==> src/shared/srs_pkg.sv <==
// constants and types shared by the subtract/rotate/sleep execution logic
package srs_pkg;

  // ==========================================================================
  // widths
  localparam int DATA_W = 8;
  localparam int ADDR_W = 7;
  localparam int NIB_W = 4;

  // ==========================================================================
  // reset values
  localparam logic [DATA_W-1:0] WREG_RST = 8'h00;
  localparam logic [ADDR_W-1:0] ADDR_RST = 7'h00;
  localparam logic CARRY_RST = 1'b0;
  localparam logic DIGIT_RST = 1'b0;
  localparam logic ZERO_RST = 1'b0;
  localparam logic TIMEOUT_RST = 1'b1;
  localparam logic POWERDOWN_RST = 1'b1;

  // ==========================================================================
  // field values
  localparam logic DEST_WREG = 1'b0;
  localparam logic DEST_FILE = 1'b1;
  localparam logic [DATA_W-1:0] ZERO_BYTE = 8'h00;
  localparam logic SLEEP_TIMEOUT = 1'b1;
  localparam logic SLEEP_POWERDOWN = 1'b0;
  localparam logic NO_BORROW = 1'b1;

  // ==========================================================================
  // operations and core states
  typedef enum logic [2:0] {
    nop_op,
    rotate_right_carry_op,
    sub_from_literal_op,
    sub_from_file_op,
    sub_with_borrow_op,
    sleep_op
  } op_e;

  typedef enum logic {
    RUN,
    ASLEEP
  } state_e;

endpackage

==> src/shared/alu_if.sv <==
// operand and result bundle between the execution core and its datapath
`timescale 1ns/1ps
interface alu_if;
  import srs_pkg::*;
  logic [DATA_W-1:0] opA;
  logic [DATA_W-1:0] opB;
  logic carryIn;
  logic rotate;
  logic [DATA_W-1:0] result;
  logic carryOut;
  logic digitOut;
  logic zeroOut;

  modport core (output opA, output opB, output carryIn, output rotate,
                input result, input carryOut, input digitOut, input zeroOut);
  modport alu (input opA, input opB, input carryIn, input rotate,
               output result, output carryOut, output digitOut, output zeroOut);
endinterface

==> src/logic/sub_rot_alu.sv <==
// combinational subtract and rotate-through-carry datapath
`timescale 1ns/1ps
module sub_rot_alu
  import srs_pkg::*;
(
  alu_if.alu bus
);

  logic [DATA_W:0] full;
  logic [NIB_W:0] low;

  // ==========================================================================
  // a - b done as a + ~b + carry, so carry in acts as not-borrow
  always_comb begin
    full = {1'b0, bus.opA} + {1'b0, ~bus.opB} + {{DATA_W{1'b0}}, bus.carryIn};
    low = {1'b0, bus.opA[NIB_W-1:0]} + {1'b0, ~bus.opB[NIB_W-1:0]}
          + {{NIB_W{1'b0}}, bus.carryIn};
    if (bus.rotate) begin
      // old carry enters the top, bottom bit leaves as carry
      bus.result = {bus.carryIn, bus.opA[DATA_W-1:1]};
      bus.carryOut = bus.opA[0];
    end else begin
      bus.result = full[DATA_W-1:0];
      bus.carryOut = full[DATA_W];
    end
    bus.digitOut = low[NIB_W];
    bus.zeroOut = (bus.result == ZERO_BYTE);
  end

endmodule // sub_rot_alu

==> src/logic/subtract_rotate_sleep_exec.sv <==
// execution core for rotate-right, the three subtractions and sleep
`timescale 1ns/1ps

// How it works
// - rotate right moves the file value down one bit, old carry into bit 7, bit 0 out as carry.
// - the rotate result goes to the working register for destination 0, else to the file.
// - subtract-from-literal writes literal minus working register to it, updating all three flags.
// - register subtract forms file minus working register; carry clears when W exceeds it.
// - the register subtract result goes to W for destination 0, else back to the file.
// - subtract with borrow also takes away the inverted carry and updates all three flags.
// - the borrow subtract result goes to W for destination 0, else back to the file.
// - sleep clears the power-down flag and sets the time-out flag.
// - sleep clears the watchdog counter and its prescaler.
// - sleep puts the core into low-power sleep with the oscillator stopped.
module subtract_rotate_sleep_exec
  import srs_pkg::*;
(
  input wire logic clk,
  input wire logic arst_n,
  input wire logic opValid,
  input wire op_e opCode,
  input wire logic destBit,
  input wire logic [ADDR_W-1:0] fileAddr,
  input wire logic [DATA_W-1:0] fileData,
  input wire logic [DATA_W-1:0] literal,
  input wire logic wakeReq,
  output logic [DATA_W-1:0] wReg,
  output logic carryFlag,
  output logic digit_carry_flag,
  output logic zeroFlag,
  output logic timeout_flag,
  output logic powerdown_flag,
  output logic fileWrEn,
  output logic [ADDR_W-1:0] fileWrAddr,
  output logic [DATA_W-1:0] fileWrData,
  output logic watchdogClear,
  output logic prescalerClear,
  output logic sleepMode,
  output logic oscStop
);

  alu_if alu ();

  sub_rot_alu u_alu (
    .bus(alu.alu)
  );

  state_e state_r, state_nxt;
  logic [DATA_W-1:0] w_r, w_nxt;
  logic c_r, c_nxt, digit_r, digit_nxt, z_r, z_nxt;
  logic to_r, to_nxt, pdn_r, pdn_nxt;
  logic wrEn_r, wrEn_nxt;
  logic [ADDR_W-1:0] wrAddr_r, wrAddr_nxt;
  logic [DATA_W-1:0] wrData_r, wrData_nxt;
  logic wdClr_r, wdClr_nxt, preClr_r, preClr_nxt;
  logic take;
  logic isSub;

  // ==========================================================================
  // operand steering; ops arriving while asleep are dropped
  assign take = opValid && (state_r == RUN);
  assign isSub = (opCode == sub_from_literal_op) || (opCode == sub_from_file_op)
                 || (opCode == sub_with_borrow_op);
  assign alu.opA = (opCode == sub_from_literal_op) ? literal : fileData;
  assign alu.opB = w_r;
  assign alu.rotate = (opCode == rotate_right_carry_op);
  // plain subtracts carry in one, borrow subtract uses the stored carry
  assign alu.carryIn = (opCode == sub_from_literal_op || opCode == sub_from_file_op)
                       ? NO_BORROW : c_r;

  // ==========================================================================
  // next-state for the whole core
  always_comb begin
    state_nxt = state_r;
    w_nxt = w_r;
    c_nxt = c_r;
    digit_nxt = digit_r;
    z_nxt = z_r;
    to_nxt = to_r;
    pdn_nxt = pdn_r;
    wrEn_nxt = 1'b0;
    wrAddr_nxt = wrAddr_r;
    wrData_nxt = wrData_r;
    wdClr_nxt = 1'b0;
    preClr_nxt = 1'b0;
    unique case (state_r)
      RUN: begin
        if (take && opCode == sleep_op) begin
          pdn_nxt = SLEEP_POWERDOWN;
          to_nxt = SLEEP_TIMEOUT;
          wdClr_nxt = 1'b1;
          preClr_nxt = 1'b1;
          state_nxt = ASLEEP;
        end else if (take && (alu.rotate || isSub)) begin
          // rotate touches only carry; subtracts update all three
          c_nxt = alu.carryOut;
          if (isSub) begin
            digit_nxt = alu.digitOut;
            z_nxt = alu.zeroOut;
          end
          if (opCode == sub_from_literal_op || destBit == DEST_WREG) begin
            w_nxt = alu.result;
          end else begin
            wrEn_nxt = 1'b1;
            wrAddr_nxt = fileAddr;
            wrData_nxt = alu.result;
          end
        end
      end
      ASLEEP: begin
        // the clock block must keep clk alive long enough to see wakeReq
        if (wakeReq) begin
          state_nxt = RUN;
        end
      end
    endcase
  end

  // ==========================================================================
  // core registers
  always_ff @(posedge clk or negedge arst_n) begin
    if (!arst_n) begin
      state_r <= RUN;
      w_r <= WREG_RST;
      c_r <= CARRY_RST;
      digit_r <= DIGIT_RST;
      z_r <= ZERO_RST;
      to_r <= TIMEOUT_RST;
      pdn_r <= POWERDOWN_RST;
      wrEn_r <= 1'b0;
      wrAddr_r <= ADDR_RST;
      wrData_r <= WREG_RST;
      wdClr_r <= 1'b0;
      preClr_r <= 1'b0;
    end else begin
      state_r <= state_nxt;
      w_r <= w_nxt;
      c_r <= c_nxt;
      digit_r <= digit_nxt;
      z_r <= z_nxt;
      to_r <= to_nxt;
      pdn_r <= pdn_nxt;
      wrEn_r <= wrEn_nxt;
      wrAddr_r <= wrAddr_nxt;
      wrData_r <= wrData_nxt;
      wdClr_r <= wdClr_nxt;
      preClr_r <= preClr_nxt;
    end
  end

  // ==========================================================================
  // outputs, all from flops
  assign wReg = w_r;
  assign carryFlag = c_r;
  assign digit_carry_flag = digit_r;
  assign zeroFlag = z_r;
  assign timeout_flag = to_r;
  assign powerdown_flag = pdn_r;
  assign fileWrEn = wrEn_r;
  assign fileWrAddr = wrAddr_r;
  assign fileWrData = wrData_r;
  assign watchdogClear = wdClr_r;
  assign prescalerClear = preClr_r;
  assign sleepMode = (state_r == ASLEEP);
  assign oscStop = (state_r == ASLEEP);

  // ==========================================================================
  // checking: snapshot of operands at the taking edge
  logic [DATA_W-1:0] pF_r, pW_r, pL_r;
  logic pC_r, pTake_r, pDest_r;
  op_e pOp_r;
  logic [DATA_W-1:0] pA;
  logic [DATA_W-1:0] expSub;
  logic pBorrow;

  always_ff @(posedge clk or negedge arst_n) begin
    if (!arst_n) begin
      pF_r <= WREG_RST;
      pW_r <= WREG_RST;
      pL_r <= WREG_RST;
      pC_r <= CARRY_RST;
      pTake_r <= 1'b0;
      pDest_r <= DEST_WREG;
      pOp_r <= nop_op;
    end else begin
      pF_r <= fileData;
      pW_r <= w_r;
      pL_r <= literal;
      pC_r <= c_r;
      pTake_r <= take;
      pDest_r <= destBit;
      pOp_r <= opCode;
    end
  end

  assign pA = (pOp_r == sub_from_literal_op) ? pL_r : pF_r;
  // borrow in only for the borrow subtract, and only when carry was clear
  assign pBorrow = (pOp_r == sub_with_borrow_op) & ~pC_r;
  assign expSub = pA - pW_r - {{(DATA_W-1){1'b0}}, pBorrow};
endmodule // subtract_rotate_sleep_exec

==> config.mk <==
export PLATFORM = sky130hd
export DESIGN_NAME = subtract_rotate_sleep_exec
export DESIGN_NICKNAME = d
export VERILOG_FILES = /design/src/shared/srs_pkg.sv /design/src/shared/alu_if.sv /design/src/logic/sub_rot_alu.sv /design/src/logic/subtract_rotate_sleep_exec.sv
export SDC_FILE = /design/constraint.sdc
export NUM_CORES = 1
export LEC_CHECK = 0
export ABC_AREA = 1
export BUFFER_PORTS_ARGS = -buffer_cell sky130_fd_sc_hd__buf_2
export CORE_MARGIN = 2
export CORE_UTILIZATION = 45
export CTS_CLUSTER_SIZE = 8
export DETAILED_ROUTE_END_ITERATION = 8
export MAX_ROUTING_LAYER = met4
export PLACE_DENSITY = 0.75
export SLEW_MARGIN = 20
export SYNTH_ARGS = -nofsm -noshare
export SYNTH_HDL_FRONTEND = slang
export SYNTH_SLANG_ARGS = --single-unit
==> constraint.sdc <==
create_clock -name clk -period 2 [get_ports clk]
set_clock_uncertainty 0.05 [all_clocks]
set_input_delay 0.1 -clock clk [delete_from_list [all_inputs] [get_ports clk]]
set_output_delay 0.1 -clock clk [all_outputs]
set_load 0.03 [all_outputs]
==> metrics.yaml <==
sta:
  post-route-period-util_pct: 106.4
  hold_viol_final: 0
  finalSetupViolCount: 5
  drv_slew: 0
  grt_setup_unrepaired: "yes"
  max_slew_margin_pct: 56.73
  tns_ns: -0.2531
  setup_slack_ns: -0.1289
  worst_hold_slack_ns: 0.07464
  max_freq_mhz: 469.7
  max_slew.worst_pin.slew_ns: 0.6490
  fin_crit_ns: 2.129
grt:
  overflow: 0
  grt_use_total_pct: 24.62
  grt_pass1_vias: 1796
  antenna_found_initial: 0
  grt_first_pass_wirelength_mm: 8.148
  grt_start_max_net_pins: 31
synth:
  yosysWarnings: 0
  synth-compound-area-share_pct: 7.060
  synthAdderAreaFrac_pct: 6.925
  synth_xor_area_share_pct: 0
  postSynthRegisterBits: 30
  synthMuxAreaShare_pct: 0
  ys_types: 26
  syn_area_per_cell_um2: 7.199
  synth_nets: 296
  synthesis.instances: 256
  synth-simple-area-share_pct: 34.76
  seq_area_frac_synth_pct: 40.80
  synthDominantCellAreaShare_pct: 39.38
  yosysTopAreaCell: "dfrtp_1"
  synth_top_family_by_area: "simple AND/OR/NAND/NOR gates"
  synth_area_leaders: "dfrtp_1 39%, nand2_1 21%, nand3_1 6.0%"
  synthesis.area_um2: 1843
placed_design:
  dpl_cell_area_um2: 2286
  globalplace.congestion: 0.8889
  place.detailed.hpwl_mm: 3.598
  port_buffers: 62
  dp_cells: 376
detailed_routing:
  via_per_inst: 4.868
  via_count: 1923
  drt_iter0_drc: 109
  firstDrtPassIters: 4
  wl_per_cell_um: 12.64
  drt.antenna.violating_nets: 0
  routed_wl_mm: 4.992
  route.detailed.drc: 0
finish:
  layout-area-overhead-vs-synth_pct: 37.68
  diodes: 0
  drive_above_1_share_pct: 35.36
  final_nets: 384
  layout_commonest_cell: "nand2_1"
  fin_area_um2: 2537
  instances_no_fill: 395
  mostFrequentLayoutCells: "93 x nand2_1, 62 x buf_2, 28 x inv_1, 27 x dfrtp_1, 19 x nand3_1"
  fillers: 347
status:
  outcome: "finished with violations"
  violations: "setup timing"
setup_path:
  cpPeakStageDelay_ns: 0.41
  crit_arrival_ns: 2.24
  cp_slowest_cell: "dfrtp_2"
  timing.critical_path.mode_cell: "nand2_2"
  critPathMaxFanout: 3
  worstPathRequired_ns: 2.12
  critical_path.cell_chain: "inv_2, o21ai_2, fa_2, fa_2, nand2_2, nand2_2, nand3_2, nand2_2, nand2_2, nand3_2, nand2_2, nor2_1, nand3_1, nand2_1"
  worstSetupPathType: "flop to flop"
  critPathCaptureType: "flop"
  critPathLaunchType: "flop"
floorplanning:
  rows: 23
  ios: 64
  die_x_um: 68.00
  die_area_um2: 4623
  initial_core_util_pct: 46.41
  dieHeight_um: 68.00
  core_um2: 3971
run:
  maxCapViolations: 0
cts:
  htree_levels: 2
  numCtsBuffers: 5
  clk-insertion-delay-late_ns: 0.28
  cts_sinks: 30
  clk_pin_slew_ns: 0.07
  tritoncts: "done"
  cts_root_buffer: "clkbuf_8"
  clock_path_buffers: 2
power:
  power.leakage_uw: 0.001476
  vdd_ir_drop_max_mv: 0.5058
  power_density_nw_per_um2: 1413
min_path:
  min_path_type: "input port to flop"
[final timing paths]
kind                                 from        endpoint  slack (ns)  cells after the start
max                             carryFlag        zeroFlag       -0.13                     14
min                               opValid  prescalerClear        0.07                      3
max reg2reg                     carryFlag        zeroFlag       -0.13                     14
min reg2reg                powerdown_flag  powerdown_flag        0.39                      2
max in group asynchronous          arst_n       carryFlag        1.08                      2
min in group asynchronous          arst_n         oscStop        0.35                      2
[cells by family (layout without fill, tap and decap cells)]
family / after synthesis / in the layout
buffers and inverters: 42 / 131
flip-flops: 30 / 30
AND/OR/NAND/NOR: 149 / 149
adder cells (fa/ha/maj): 9 / 9
other: 1 / 1
AO/OA/AOI/OAI: 25 / 25
[registers in the layout, summed over array words and instances (netlist names)]
signal,count
fileWrData,8
wReg,8
fileWrAddr,7
carryFlag,1
digit_carry_flag,1
fileWrEn,1
oscStop,1
powerdown_flag,1
prescalerClear,1
zeroFlag,1
[per-layer routing]
layer / GRT usage [%] / vias up / wire [um]
li1: - / 980 / -
met5: - / - / 0
met3: 4.441 / 8 / 262
met1: 31.32 / 869 / 2145
met4: 11.50 / 0 / 104
met2: 38.11 / 66 / 2480
[layout make-up]
type	count	area [um^2]	share of cell area, %
Inverter	34	127.6	5.030
Clock inverter	2	12.51	0.4931
Timing Repair Buffer	89	539.3	21.25
Multi-Input combinational cell	184	958.4	37.77
Sequential cell	30	754.5	29.73
Tap cell	50	62.56	2.465
Clock buffer	6	82.58	3.254
[synth_stat cells (all sizes together)]
cell type	n
conb	1
or2	4
nand3b	1
dfstp	1
nand2	106
a21oi	6
nand4	4
nand3	24
fa	2
o21ai	16
ha	7
dfrtp	29
a21o	1
buf	8
o22ai	2
nor2	10
inv	34
[repair_timing]
action | in CTS | in global routing
endpoints found under the setup margin | 9 | 15
endpoints found under the hold margin | 37 | 0
setup buffers | 0 | 2
hold buffers | 9 | 0
gates cloned | 0 | 0
pin swaps | 11 | 7
gates resized for setup | 7 | 12
[worst max-delay path: cells and delay by family, from the launching register on]
| family | cells | cell delay (ns) |
|---|---|---|
| adder cells (fa/ha/maj) | 2 | 0.71 |
| AO/OA/AOI/OAI | 1 | 0.06 |
| AND/OR/NAND/NOR | 10 | 0.71 |
| flip-flops | 1 | 0.41 |
| buffers and inverters | 1 | 0.07 |
[report_power, final]
part,switching (uW),internal [uW],leakage [uW],total [uW]
Sequential,130,827,0.000374,956
Clock,232,276,0.0000472,508
Combinational,1370,754,0.00105,2120
Total,1730,1860,0.00148,3580
[per-stage QoR]
step	util, %	total power, uW	setup slack [ns]
global placement	57.56	2841	-0.1009
finish	63.89	3585	-0.1289
floorplan	-	2297	-0.1309
CTS	62.82	3470	-0.08429
detailed placement	57.56	2889	-0.1845
global route	63.89	3890	-0.2360
Note: power is estimated with default switching activity, not from simulation.
